File: config.mk
export PLATFORM = sky130hd
export DESIGN_NAME = gpd_top
export DESIGN_NICKNAME = d
export VERILOG_FILES = /design/src/core/gpd_pkg.sv /design/src/core/gpd_sync.sv /design/src/core/gpd_top.sv
export VERILOG_INCLUDE_DIRS = /design/src /design/src/core
export SDC_FILE = /design/constraint.sdc
export NUM_CORES = 1
export LEC_CHECK = 0
export BUFFER_PORTS_ARGS = -buffer_cell sky130_fd_sc_hd__buf_2
export CORE_AREA = 5 5 82 141
export CTS_BUF_LIST = sky130_fd_sc_hd__clkbuf_8
export CTS_CLUSTER_DIAMETER = 80
export CTS_CLUSTER_SIZE = 12
export DETAILED_ROUTE_END_ITERATION = 8
export DIE_AREA = 0 0 87 146
export PLACE_DENSITY = 0.77
export SYNTH_ARGS = -nofsm -noshare
export SYNTH_HDL_FRONTEND = slang
export SYNTH_SLANG_ARGS = --single-unit
File: constraint.sdc
create_clock -name REF_CLK -period 3.5 [get_ports REF_CLK]
set_input_delay 0.35 -clock REF_CLK [delete_from_list [all_inputs] [get_ports REF_CLK]]
set_output_delay 0.35 -clock REF_CLK [all_outputs]
set_load 0.05 [all_outputs]
File: src/core/gpd_map.svh
// register map, field positions and reset values of the gpio data block
`ifndef GPD_MAP_SVH
`define GPD_MAP_SVH

`define GPD_ADDR_PORT0_SET   32'hFFFF_0D24
`define GPD_ADDR_PORT1_DAT   32'hFFFF_0D30
`define GPD_ADDR_PORT2_DAT   32'hFFFF_0D40

`define GPD_ZERO32           32'h0000_0000
`define GPD_P1_RW_MASK       32'h0303_0003
`define GPD_P2_RW_MASK       32'h7363_0073

`define GPD_BYTE_DIR         3
`define GPD_BYTE_OUT         2

`define GPD_P1_DIR_MSB       25
`define GPD_P1_DIR_LSB       24
`define GPD_P1_OUT_MSB       17
`define GPD_P1_OUT_LSB       16
`define GPD_P1_IN_MSB        1
`define GPD_P1_IN_LSB        0

`define GPD_P2_DIR6          30
`define GPD_P2_DIR5          29
`define GPD_P2_DIR4          28
`define GPD_P2_DIR1          25
`define GPD_P2_DIR0          24
`define GPD_P2_OUT6          22
`define GPD_P2_OUT5          21
`define GPD_P2_OUT1          17
`define GPD_P2_OUT0          16
`define GPD_P2_IN6           6
`define GPD_P2_IN5           5
`define GPD_P2_IN4           4
`define GPD_P2_IN1           1
`define GPD_P2_IN0           0

`define GPD_P0_SET_MSB       20
`define GPD_P0_SET_LSB       16

`define GPD_RESP_OKAY        2'h0
`define GPD_RESP_SLVERR      2'h2

`endif

File: src/core/gpd_pkg.sv
// types shared by the gpio data block
package gpd_pkg;
   // pin order of the five-pin vectors: 4 = pin6, 3 = pin5, 2 = pin4, 1 = pin1, 0 = pin0
   typedef struct packed {
      logic [1:0] dir;
      logic [1:0] out;
   } gpd_port1_s;

   // out holds pins {6, 5, 1, 0}; pin4 has no output bit
   typedef struct packed {
      logic [4:0] dir;
      logic [3:0] out;
   } gpd_port2_s;

   typedef struct packed {
      logic        valid;
      logic [31:0] addr;
   } gpd_aw_s;

   typedef struct packed {
      logic        valid;
      logic [31:0] data;
      logic [3:0]  strb;
   } gpd_w_s;

   typedef enum logic {
      WR_IDLE,
      WR_RESP
   } gpd_wr_e;

   typedef enum logic {
      RD_IDLE,
      RD_DATA
   } gpd_rd_e;
endpackage

File: src/core/gpd_sync.sv
// three-flop pin synchroniser with agreement filter
`timescale 1ns/1ps
module gpd_sync #(
   parameter int W = 8
) (
   // clock and reset
   input  wire logic         clk,
   input  wire logic         rst,
   // pins in, levels out
   input  wire logic [W-1:0] pin,
   output logic      [W-1:0] level
);
   genvar i;
   generate
      for (i = 0; i < W; i++) begin : g_bit
         logic s1;
         logic s2;
         logic s3;
         // s1 feeds only s2 so its metastability never reaches logic
         always_ff @(posedge clk or posedge rst) begin
            if (rst) begin
               s1 <= 1'b0;
               s2 <= 1'b0;
               s3 <= 1'b0;
            end else begin
               s1 <= pin[i];
               s2 <= s1;
               s3 <= s2;
            end
         end
         always_ff @(posedge clk or posedge rst) begin
            if (rst) begin
               level[i] <= 1'b0;
            end else if (s2 == s3) begin
               level[i] <= s3;
            end
         end
         sync_agree_a: assert property (@(posedge clk) disable iff (rst)
            (level[i] != $past(level[i])) |-> ($past(s2) == $past(s3)))
            else $error("level changed without stage agreement");
      end
   endgenerate
endmodule // gpd_sync

File: src/core/gpd_top.sv
// gpio data registers for the two-pin and five-pin ports, five-pin set register
// Functional notes
// - two-pin direction bits 25,24: 1 means output
// - two-pin bits 17,16 drive output pins directly
// - two-pin bits 1,0 read pin levels
// - five-pin direction bits 30,29,28,25,24
// - pin5 output enables high-voltage diagnostic write
// - pin4 input enables high-voltage diagnostic readback
// - five-pin bits 22,21,17,16 drive output pins
// - five-pin bits 6,5,1,0 read pin levels, bit 4 reads pin4 as output and the readback line as input
// - set register write-only, touches only chosen pins
// - upper bits reset zero, low byte follows pins
// - set bits 20..16: one sets, zero keeps
//
// Implementation choice: register access over AXI4-Lite.
`timescale 1ns/1ps
`include "gpd_map.svh"
module gpd_top
   import gpd_pkg::*;
(
   // clock and reset
   input  wire logic        REF_CLK,
   input  wire logic        RST,
   // axi4-lite write address
   input  wire logic [31:0] S_AXI_AWADDR,
   input  wire logic        S_AXI_AWVALID,
   output logic             S_AXI_AWREADY,
   // axi4-lite write data
   input  wire logic [31:0] S_AXI_WDATA,
   input  wire logic [3:0]  S_AXI_WSTRB,
   input  wire logic        S_AXI_WVALID,
   output logic             S_AXI_WREADY,
   // axi4-lite write response
   output logic [1:0]       S_AXI_BRESP,
   output logic             S_AXI_BVALID,
   input  wire logic        S_AXI_BREADY,
   // axi4-lite read address
   input  wire logic [31:0] S_AXI_ARADDR,
   input  wire logic        S_AXI_ARVALID,
   output logic             S_AXI_ARREADY,
   // axi4-lite read data
   output logic [31:0]      S_AXI_RDATA,
   output logic [1:0]       S_AXI_RRESP,
   output logic             S_AXI_RVALID,
   input  wire logic        S_AXI_RREADY,
   // five-pin port outputs driven by the set register
   output logic [4:0]       PORT0_OUT,
   // two-pin port pins
   input  wire logic [1:0]  PORT1_IN,
   output logic [1:0]       PORT1_OUT,
   output logic [1:0]       PORT1_OE,
   // third port pins {6, 5, 4, 1, 0}
   input  wire logic [4:0]  PORT2_IN,
   output logic [4:0]       PORT2_OUT,
   output logic [4:0]       PORT2_OE,
   // high-voltage diagnostic paths
   output logic             HV_DIAG_WR_EN,
   output logic             HV_DIAG_WR_DATA,
   output logic             HV_DIAG_RD_EN,
   input  wire logic        HV_DIAG_RD_DATA
);

   gpd_aw_s     aw_hold;
   gpd_w_s      w_hold;
   gpd_wr_e     wr_state;
   gpd_rd_e     rd_state;
   gpd_port1_s  port1;
   gpd_port2_s  port2;
   logic [4:0]  port0_out;
   logic [1:0]  bresp;
   logic [31:0] rdata;
   logic [1:0]  rresp;
   logic [7:0]  level;
   logic [4:0]  p2_level;
   logic        wr_fire;
   logic        rd_fire;
   logic        wr_p0;
   logic        wr_p1;
   logic        wr_p2;
   logic [31:0] next_rdata;
   logic [1:0]  next_rresp;

   // pins and the readback line come from outside the clock domain
   gpd_sync #(
      .W(8)
   ) u_sync (
      .clk   (REF_CLK),
      .rst   (RST),
      .pin   ({HV_DIAG_RD_DATA, PORT2_IN, PORT1_IN}),
      .level (level)
   );

   // while pin4 is an input its bit shows the high-voltage readback line
   always_comb begin
      p2_level    = level[6:2];
      p2_level[2] = port2.dir[2] ? level[4] : level[7];
   end

   // write channel holding: address and data taken in either order
   assign S_AXI_AWREADY = !aw_hold.valid;
   assign S_AXI_WREADY  = !w_hold.valid;
   assign wr_fire       = aw_hold.valid && w_hold.valid && (wr_state == WR_IDLE);
   assign wr_p0         = wr_fire && (aw_hold.addr == `GPD_ADDR_PORT0_SET);
   assign wr_p1         = wr_fire && (aw_hold.addr == `GPD_ADDR_PORT1_DAT);
   assign wr_p2         = wr_fire && (aw_hold.addr == `GPD_ADDR_PORT2_DAT);

   always_ff @(posedge REF_CLK or posedge RST) begin
      if (RST) begin
         aw_hold <= '0;
      end else if (S_AXI_AWVALID && S_AXI_AWREADY) begin
         aw_hold.valid <= 1'b1;
         aw_hold.addr  <= S_AXI_AWADDR;
      end else if (wr_fire) begin
         aw_hold.valid <= 1'b0;
      end
   end

   always_ff @(posedge REF_CLK or posedge RST) begin
      if (RST) begin
         w_hold <= '0;
      end else if (S_AXI_WVALID && S_AXI_WREADY) begin
         w_hold.valid <= 1'b1;
         w_hold.data  <= S_AXI_WDATA;
         w_hold.strb  <= S_AXI_WSTRB;
      end else if (wr_fire) begin
         w_hold.valid <= 1'b0;
      end
   end

   // write response: one cycle after both halves are present
   always_ff @(posedge REF_CLK or posedge RST) begin
      if (RST) begin
         wr_state <= WR_IDLE;
         bresp    <= `GPD_RESP_OKAY;
      end else begin
         case (wr_state)
            WR_IDLE: begin
               if (wr_fire) begin
                  wr_state <= WR_RESP;
                  bresp    <= (wr_p0 || wr_p1 || wr_p2) ? `GPD_RESP_OKAY : `GPD_RESP_SLVERR;
               end
            end
            WR_RESP: begin
               if (S_AXI_BREADY) begin
                  wr_state <= WR_IDLE;
               end
            end
            default: begin
               wr_state <= WR_IDLE;
            end
         endcase
      end
   end

   assign S_AXI_BVALID = (wr_state == WR_RESP);
   assign S_AXI_BRESP  = bresp;

   // reserved and level bits are simply dropped on write, no check is made
   always_ff @(posedge REF_CLK or posedge RST) begin
      if (RST) begin
         port1 <= '0;
      end else if (wr_p1) begin
         if (w_hold.strb[`GPD_BYTE_DIR]) begin
            port1.dir <= w_hold.data[`GPD_P1_DIR_MSB:`GPD_P1_DIR_LSB];
         end
         if (w_hold.strb[`GPD_BYTE_OUT]) begin
            port1.out <= w_hold.data[`GPD_P1_OUT_MSB:`GPD_P1_OUT_LSB];
         end
      end
   end

   always_ff @(posedge REF_CLK or posedge RST) begin
      if (RST) begin
         port2 <= '0;
      end else if (wr_p2) begin
         if (w_hold.strb[`GPD_BYTE_DIR]) begin
            port2.dir <= {w_hold.data[`GPD_P2_DIR6], w_hold.data[`GPD_P2_DIR5],
                          w_hold.data[`GPD_P2_DIR4], w_hold.data[`GPD_P2_DIR1],
                          w_hold.data[`GPD_P2_DIR0]};
         end
         if (w_hold.strb[`GPD_BYTE_OUT]) begin
            port2.out <= {w_hold.data[`GPD_P2_OUT6], w_hold.data[`GPD_P2_OUT5],
                          w_hold.data[`GPD_P2_OUT1], w_hold.data[`GPD_P2_OUT0]};
         end
      end
   end

   // set-only: ones are or-ed in, so no read-modify-write is needed
   always_ff @(posedge REF_CLK or posedge RST) begin
      if (RST) begin
         port0_out <= '0;
      end else if (wr_p0 && w_hold.strb[`GPD_BYTE_OUT]) begin
         port0_out <= port0_out | w_hold.data[`GPD_P0_SET_MSB:`GPD_P0_SET_LSB];
      end
   end

   // pin drive straight from the register bits
   assign PORT0_OUT       = port0_out;
   assign PORT1_OUT       = port1.out;
   assign PORT1_OE        = port1.dir;
   assign PORT2_OUT       = {port2.out[3], port2.out[2], 1'b0, port2.out[1], port2.out[0]};
   assign PORT2_OE        = port2.dir;
   assign HV_DIAG_WR_EN   = port2.dir[3];
   assign HV_DIAG_WR_DATA = port2.out[2];
   assign HV_DIAG_RD_EN   = !port2.dir[2];

   // read mux; the set register is write-only and reads as zero
   always_comb begin
      next_rdata = `GPD_ZERO32;
      next_rresp = `GPD_RESP_OKAY;
      case (S_AXI_ARADDR)
         `GPD_ADDR_PORT0_SET: begin
            next_rdata = `GPD_ZERO32;
         end
         `GPD_ADDR_PORT1_DAT: begin
            next_rdata[`GPD_P1_DIR_MSB:`GPD_P1_DIR_LSB] = port1.dir;
            next_rdata[`GPD_P1_OUT_MSB:`GPD_P1_OUT_LSB] = port1.out;
            next_rdata[`GPD_P1_IN_MSB:`GPD_P1_IN_LSB]   = level[1:0];
         end
         `GPD_ADDR_PORT2_DAT: begin
            next_rdata[`GPD_P2_DIR6] = port2.dir[4];
            next_rdata[`GPD_P2_DIR5] = port2.dir[3];
            next_rdata[`GPD_P2_DIR4] = port2.dir[2];
            next_rdata[`GPD_P2_DIR1] = port2.dir[1];
            next_rdata[`GPD_P2_DIR0] = port2.dir[0];
            next_rdata[`GPD_P2_OUT6] = port2.out[3];
            next_rdata[`GPD_P2_OUT5] = port2.out[2];
            next_rdata[`GPD_P2_OUT1] = port2.out[1];
            next_rdata[`GPD_P2_OUT0] = port2.out[0];
            next_rdata[`GPD_P2_IN6]  = p2_level[4];
            next_rdata[`GPD_P2_IN5]  = p2_level[3];
            next_rdata[`GPD_P2_IN4]  = p2_level[2];
            next_rdata[`GPD_P2_IN1]  = p2_level[1];
            next_rdata[`GPD_P2_IN0]  = p2_level[0];
         end
         default: begin
            next_rresp = `GPD_RESP_SLVERR;
         end
      endcase
   end

   assign S_AXI_ARREADY = (rd_state == RD_IDLE);
   assign rd_fire       = S_AXI_ARVALID && S_AXI_ARREADY;

   always_ff @(posedge REF_CLK or posedge RST) begin
      if (RST) begin
         rd_state <= RD_IDLE;
         rdata    <= `GPD_ZERO32;
         rresp    <= `GPD_RESP_OKAY;
      end else begin
         case (rd_state)
            RD_IDLE: begin
               if (rd_fire) begin
                  rd_state <= RD_DATA;
                  rdata    <= next_rdata;
                  rresp    <= next_rresp;
               end
            end
            RD_DATA: begin
               if (S_AXI_RREADY) begin
                  rd_state <= RD_IDLE;
               end
            end
            default: begin
               rd_state <= RD_IDLE;
            end
         endcase
      end
   end

   assign S_AXI_RVALID = (rd_state == RD_DATA);
   assign S_AXI_RDATA  = rdata;
   assign S_AXI_RRESP  = rresp;

   p1_dir_write_a: assert property (@(posedge REF_CLK) disable iff (RST)
      (wr_p1 && w_hold.strb[`GPD_BYTE_DIR])
      |=> (PORT1_OE == $past(w_hold.data[`GPD_P1_DIR_MSB:`GPD_P1_DIR_LSB])))
      else $error("two-pin direction not taken from write");

   p1_out_write_a: assert property (@(posedge REF_CLK) disable iff (RST)
      (wr_p1 && w_hold.strb[`GPD_BYTE_OUT])
      |=> (PORT1_OUT == $past(w_hold.data[`GPD_P1_OUT_MSB:`GPD_P1_OUT_LSB])))
      else $error("two-pin output value not taken from write");

   p1_level_read_a: assert property (@(posedge REF_CLK) disable iff (RST)
      (rd_fire && (S_AXI_ARADDR == `GPD_ADDR_PORT1_DAT))
      |=> (S_AXI_RDATA[`GPD_P1_IN_MSB:`GPD_P1_IN_LSB] == $past(level[1:0])))
      else $error("two-pin level bits wrong on read");

   p2_dir_write_a: assert property (@(posedge REF_CLK) disable iff (RST)
      (wr_p2 && w_hold.strb[`GPD_BYTE_DIR])
      |=> (PORT2_OE[4] == $past(w_hold.data[`GPD_P2_DIR6]))
          && (PORT2_OE[2] == $past(w_hold.data[`GPD_P2_DIR4]))
          && (PORT2_OE[0] == $past(w_hold.data[`GPD_P2_DIR0])))
      else $error("third-port direction not taken from write");

   hv_write_path_a: assert property (@(posedge REF_CLK) disable iff (RST)
      (HV_DIAG_WR_EN == PORT2_OE[3]) && (HV_DIAG_WR_DATA == PORT2_OUT[3]))
      else $error("diagnostic write path not tied to pin5");

   hv_read_path_a: assert property (@(posedge REF_CLK) disable iff (RST)
      (rd_fire && (S_AXI_ARADDR == `GPD_ADDR_PORT2_DAT) && HV_DIAG_RD_EN)
      |=> (S_AXI_RDATA[`GPD_P2_IN4] == $past(level[7])))
      else $error("diagnostic readback not shown on pin4 bit");

   p2_out_write_a: assert property (@(posedge REF_CLK) disable iff (RST)
      (wr_p2 && w_hold.strb[`GPD_BYTE_OUT])
      |=> (PORT2_OUT[3] == $past(w_hold.data[`GPD_P2_OUT5]))
          && (PORT2_OUT[1] == $past(w_hold.data[`GPD_P2_OUT1]))
          && (PORT2_OUT[2] == 1'b0))
      else $error("third-port output value not taken from write");

   p2_level_read_a: assert property (@(posedge REF_CLK) disable iff (RST)
      (rd_fire && (S_AXI_ARADDR == `GPD_ADDR_PORT2_DAT))
      |=> (S_AXI_RDATA[`GPD_P2_IN6] == $past(level[6]))
          && (S_AXI_RDATA[`GPD_P2_IN0] == $past(level[2])))
      else $error("third-port level bits wrong on read");

   set_never_clears_a: assert property (@(posedge REF_CLK) disable iff (RST)
      ($past(port0_out) & ~port0_out) == 5'h00)
      else $error("set register cleared a pin");

   set_bits_high_a: assert property (@(posedge REF_CLK) disable iff (RST)
      (wr_p0 && w_hold.strb[`GPD_BYTE_OUT])
      |=> (PORT0_OUT == ($past(port0_out)
                         | $past(w_hold.data[`GPD_P0_SET_MSB:`GPD_P0_SET_LSB]))))
      else $error("set register did not raise chosen pins");

   reserved_zero_a: assert property (@(posedge REF_CLK) disable iff (RST)
      (rd_fire && (S_AXI_ARADDR == `GPD_ADDR_PORT1_DAT))
      |=> ((S_AXI_RDATA & ~`GPD_P1_RW_MASK) == `GPD_ZERO32))
      else $error("reserved bits not zero on read");

   resp_hold_a: assert property (@(posedge REF_CLK) disable iff (RST)
      (S_AXI_BVALID && !S_AXI_BREADY) |=> (S_AXI_BVALID && $stable(S_AXI_BRESP)))
      else $error("write response dropped before taken");

endmodule // gpd_top

==> results.sh <==
export IMPL_cts_htree_levels=4
export IMPL_synth_top_family_by_area="multiplexers"
export IMPL_multi_input_area_mm2=0.001534
export IMPL_synth_compound_area_share_pct=4.348
export IMPL_slew_viol_final=0
export IMPL_area_delta_synth_final_pct=23.70
export IMPL_cts_root_buffer_cell="clkbuf_8"
export IMPL_die_y_um=146
export IMPL_start_util_pct=44.97
export IMPL_coreArea_mm2=0.01024
export IMPL_via_count=3100
export IMPL_setup_violations=0
export IMPL_final_setup_worst_slack_ns=1.166
export IMPL_drt_vias_per_instance=5.000
export IMPL_combPwrFrac_pct=20.2
export IMPL_grt_max_degree=86
export IMPL_hold_class="input port to register"
export IMPL_synth_mux_area_share_pct=14.67
export IMPL_synth_xor_area_share_pct=0
export IMPL_avgSynthCellArea_um2=13.50
export IMPL_layoutNonFillerInstCount=620
export IMPL_nets=597
export IMPL_cp_data_arrival_time_ns=2.63
export IMPL_swShare_pct=29.02
export IMPL_clk_pin_slew_ns=0.07
export IMPL_grt_pass1_wl_mm=15.95
export IMPL_slowest_delay_ns=0.65
export IMPL_postCtsSetupRepairBufs=0
export IMPL_p_int_w=0.002699
export IMPL_yosys_warnings=0
export IMPL_netSwitchingPower_w=0.001103
export IMPL_cts_resized=0
export IMPL_finalCriticalPeriod_ns=2.334
export IMPL_startpoint_type="register"
export IMPL_io_buffers=134
export IMPL_status="finished clean"
export IMPL_dp_slack_ns=1.168
export IMPL_grt_pass1_vias=3350
export IMPL_ys_seq_area_share_pct=63.04
export IMPL_cp_slowest_cell="nor4_2"
export IMPL_die_w_um=87
export IMPL_crit_buf_inv=0
export IMPL_fin_skew_ns=0.006982
export IMPL_cts_tree="yes"
export IMPL_synth_top_area_share_pct=63.04
export IMPL_diodes=0
export IMPL_cts_inserted_buffers=17
export IMPL_cpLargestDelayFamily="simple AND/OR/NAND/NOR gates"
export IMPL_fin_crit_sh_pct=66.67
export IMPL_detail_route_iter0_violations=82
export IMPL_vdd_ir_drop_max_uv=452.8
export IMPL_ios=178
export IMPL_dieArea_mm2=0.01270
export IMPL_clock_sinks=116
export IMPL_relSlewSlack_pct=32.80
export IMPL_hpwl_mm=7.772
export IMPL_postCtsHoldBufs=0
export IMPL_synth_cells=341
export IMPL_ys_seq_elements=116
export IMPL_antenna_found_initial=0
export IMPL_clock_latency_ns=0.41
export IMPL_hold_viol_final=0
export IMPL_ant_nets=0
export IMPL_seq_power_share_pct=49.2
export IMPL_drt_pass1_iterations=4
export IMPL_drc=0
export IMPL_power_density_mw_per_mm2=667.5
export IMPL_critPathMaxFanout=5
export IMPL_detail_route_wirelength_mm=10.01
export IMPL_synthDistinctLibCells=40
export IMPL_synthAdderAreaFrac_pct=1.739
export IMPL_seq_area_mm2=0.002903
export IMPL_drive_gt1_share_pct=47.87
export IMPL_place_inst=590
export IMPL_synth_simple_gate_area_share_pct=10.79
export IMPL_grt_ovfl_total=0
export IMPL_wl_per_cell_um=16.15
export IMPL_path_cells="nand4b_1 > or4_4 > nor4_2 > mux2_2"
export IMPL_p_clk_share_pct=30.5
export IMPL_fin_tns_setup_ns=0
export IMPL_path_class="register to register"
export IMPL_gp_congestion=0.7839
export IMPL_synth_top_cells_by_area="dfrtp_1 63%, mux2_2 15%, buf_4 3.8%, nand2_1 2.0%, o21ai_0 1.8%"
export IMPL_rsz0062_at_grt="false"
export IMPL_p_leak_nw=2.754
export IMPL_worstMarginPinSlew_ns=1.008
export IMPL_end_kind="register"
export IMPL_nFillCells=876
export IMPL_rows=49
export IMPL_crit_required_ns=3.79
export IMPL_fmax_ghz=0.4285
export IMPL_maxCapViolations=0
export IMPL_synth_top_area_cell="dfrtp_1"
export IMPL_cts_buffer_depth=2
export IMPL_track_usage_pct=16.32
export IMPL_netlist_area_mm2=0.004604
## metal layers
metal | part of all wire [%] | up-vias | routed length (um) | track usage, %
li1 | - | 1438 | - | -
met1 | 34 | 1505 | 3399 | 16.40
met2 | 56 | 143 | 5566 | 30.18
met3 | 8.9 | 14 | 893 | 4.929
met4 | 1.5 | 0 | 151 | 6.474
met5 | 0 | - | 0 | 0
## layout make-up
type	instances	area share (%)
Tap cell	127	2.790
Inverter	6	0.4394
Timing Repair Buffer	138	12.30
Sequential cell	116	50.97
Clock inverter	11	1.977
Multi-Input combinational cell	203	26.93
Clock buffer	19	4.591
## cell usage after synthesis
library cell / count
or4_1: 1
o31a_1: 1
nand3_1: 11
nor2b_1: 3
or4_4: 1
mux2_2: 60
and4b_1: 1
nand4_1: 5
nor4_1: 4
o211a_1: 1
nand4bb_1: 4
or4b_2: 2
a21oi_1: 1
inv_1: 6
and3b_1: 3
or3b_2: 1
or2_2: 1
nor3b_1: 1
or3_1: 1
nand2b_1: 1
nor3_1: 1
nand4b_1: 4
nand2_1: 24
maj3_1: 8
a22oi_1: 5
o21a_1: 1
conb_1: 1
clkbuf_1: 8
buf_4: 23
nor4_2: 1
buf_1: 4
a32oi_1: 1
nor2_1: 9
o21ai_0: 17
and2_1: 1
buf_2: 1
dfrtp_1: 116
nor4_4: 1
nand3b_1: 1
o21bai_1: 5
## state kept, by name, indices dropped and copies added (netlist names)
register,flops
PORT2_OUT,3
PORT2_OE,5
PORT1_OUT,2
S_AXI_BVALID,1
u_sync.g_bit.s3,8
S_AXI_BRESP,1
S_AXI_RRESP,1
u_sync.g_bit.s2,8
aw_hold,33
PORT0_OUT,5
S_AXI_RDATA,14
w_hold,15
HV_DIAG_WR_DATA,1
S_AXI_RVALID,1
PORT1_OE,2
u_sync.g_bit.s1,8
u_sync.level,8
## placed cells by master, fill, tap and decap left out, types with 6 or more instances in the layout
cell and n:
conb_1 21, dfrtp_1 116, o21ai_0 17, nand2_1 24, clkbuf_8 19, nor2_1 9, nand3_1 11, mux2_2 60
buf_2 134, maj3_1 8, inv_1 6
## worst register-to-register path, delay by kind of cell (launching register included)
family / cells / cell delay (ns)
and+or+nand+nor: 3 / 1.44
DFF: 1 / 0.37
muxes: 1 / 0.41
## worst paths after layout
check                                        startpoint                           end  depth (start not counted)  slack, ns
min in group asynchronous                           RST  u_sync.g_bit[5].s1$_DFF_PP0_                          2       0.19
max in group asynchronous                           RST      PORT2_OUT[0]$_DFFE_PP0P_                          3       2.45
min reg2reg                u_sync.g_bit[2].s1$_DFF_PP0_  u_sync.g_bit[2].s2$_DFF_PP0_                          0       0.35
min                                         PORT2_IN[3]  u_sync.g_bit[5].s1$_DFF_PP0_                          1       0.04
max                              aw_hold[9]$_DFFE_PP0P_      PORT2_OUT[0]$_DFFE_PP0P_                          4       1.17
max reg2reg                      aw_hold[9]$_DFFE_PP0P_      PORT2_OUT[0]$_DFFE_PP0P_                          4       1.17
## per-stage QoR
stage,hold WS (ns),utilization (%),total power (W),instance area (um^2)
after detailed placement,0.3362,51.97,0.002685,5321
after global placement,0.3323,51.97,0.002628,5321
after CTS,0.009976,55.63,0.003853,5695
final,0.03743,55.63,0.003802,5695
after global routing,0.004522,55.63,0.004007,5695
after floorplan,0.3312,-,0.002463,4679
## kinds of logic after synthesis
family | count (synthesis)
flip-flops | 116
AO/OA/AOI/OAI | 32
multiplexers | 60
AND/OR/NAND/NOR | 82
adder cells (fa/ha/maj) | 8
buffers and inverters | 42
other | 1
## power groups by stage
stage                     Clock, W  Sequential (W)  Combinational (W)
after floorplan                  0         0.00185           0.000612
after global placement           0         0.00187           0.000753
after detailed placement         0         0.00190           0.000782
after CTS                  0.00119         0.00188           0.000784
after global routing       0.00125         0.00191           0.000842
final                      0.00116         0.00187           0.000769
Note: power is estimated with default switching activity, not from simulation.
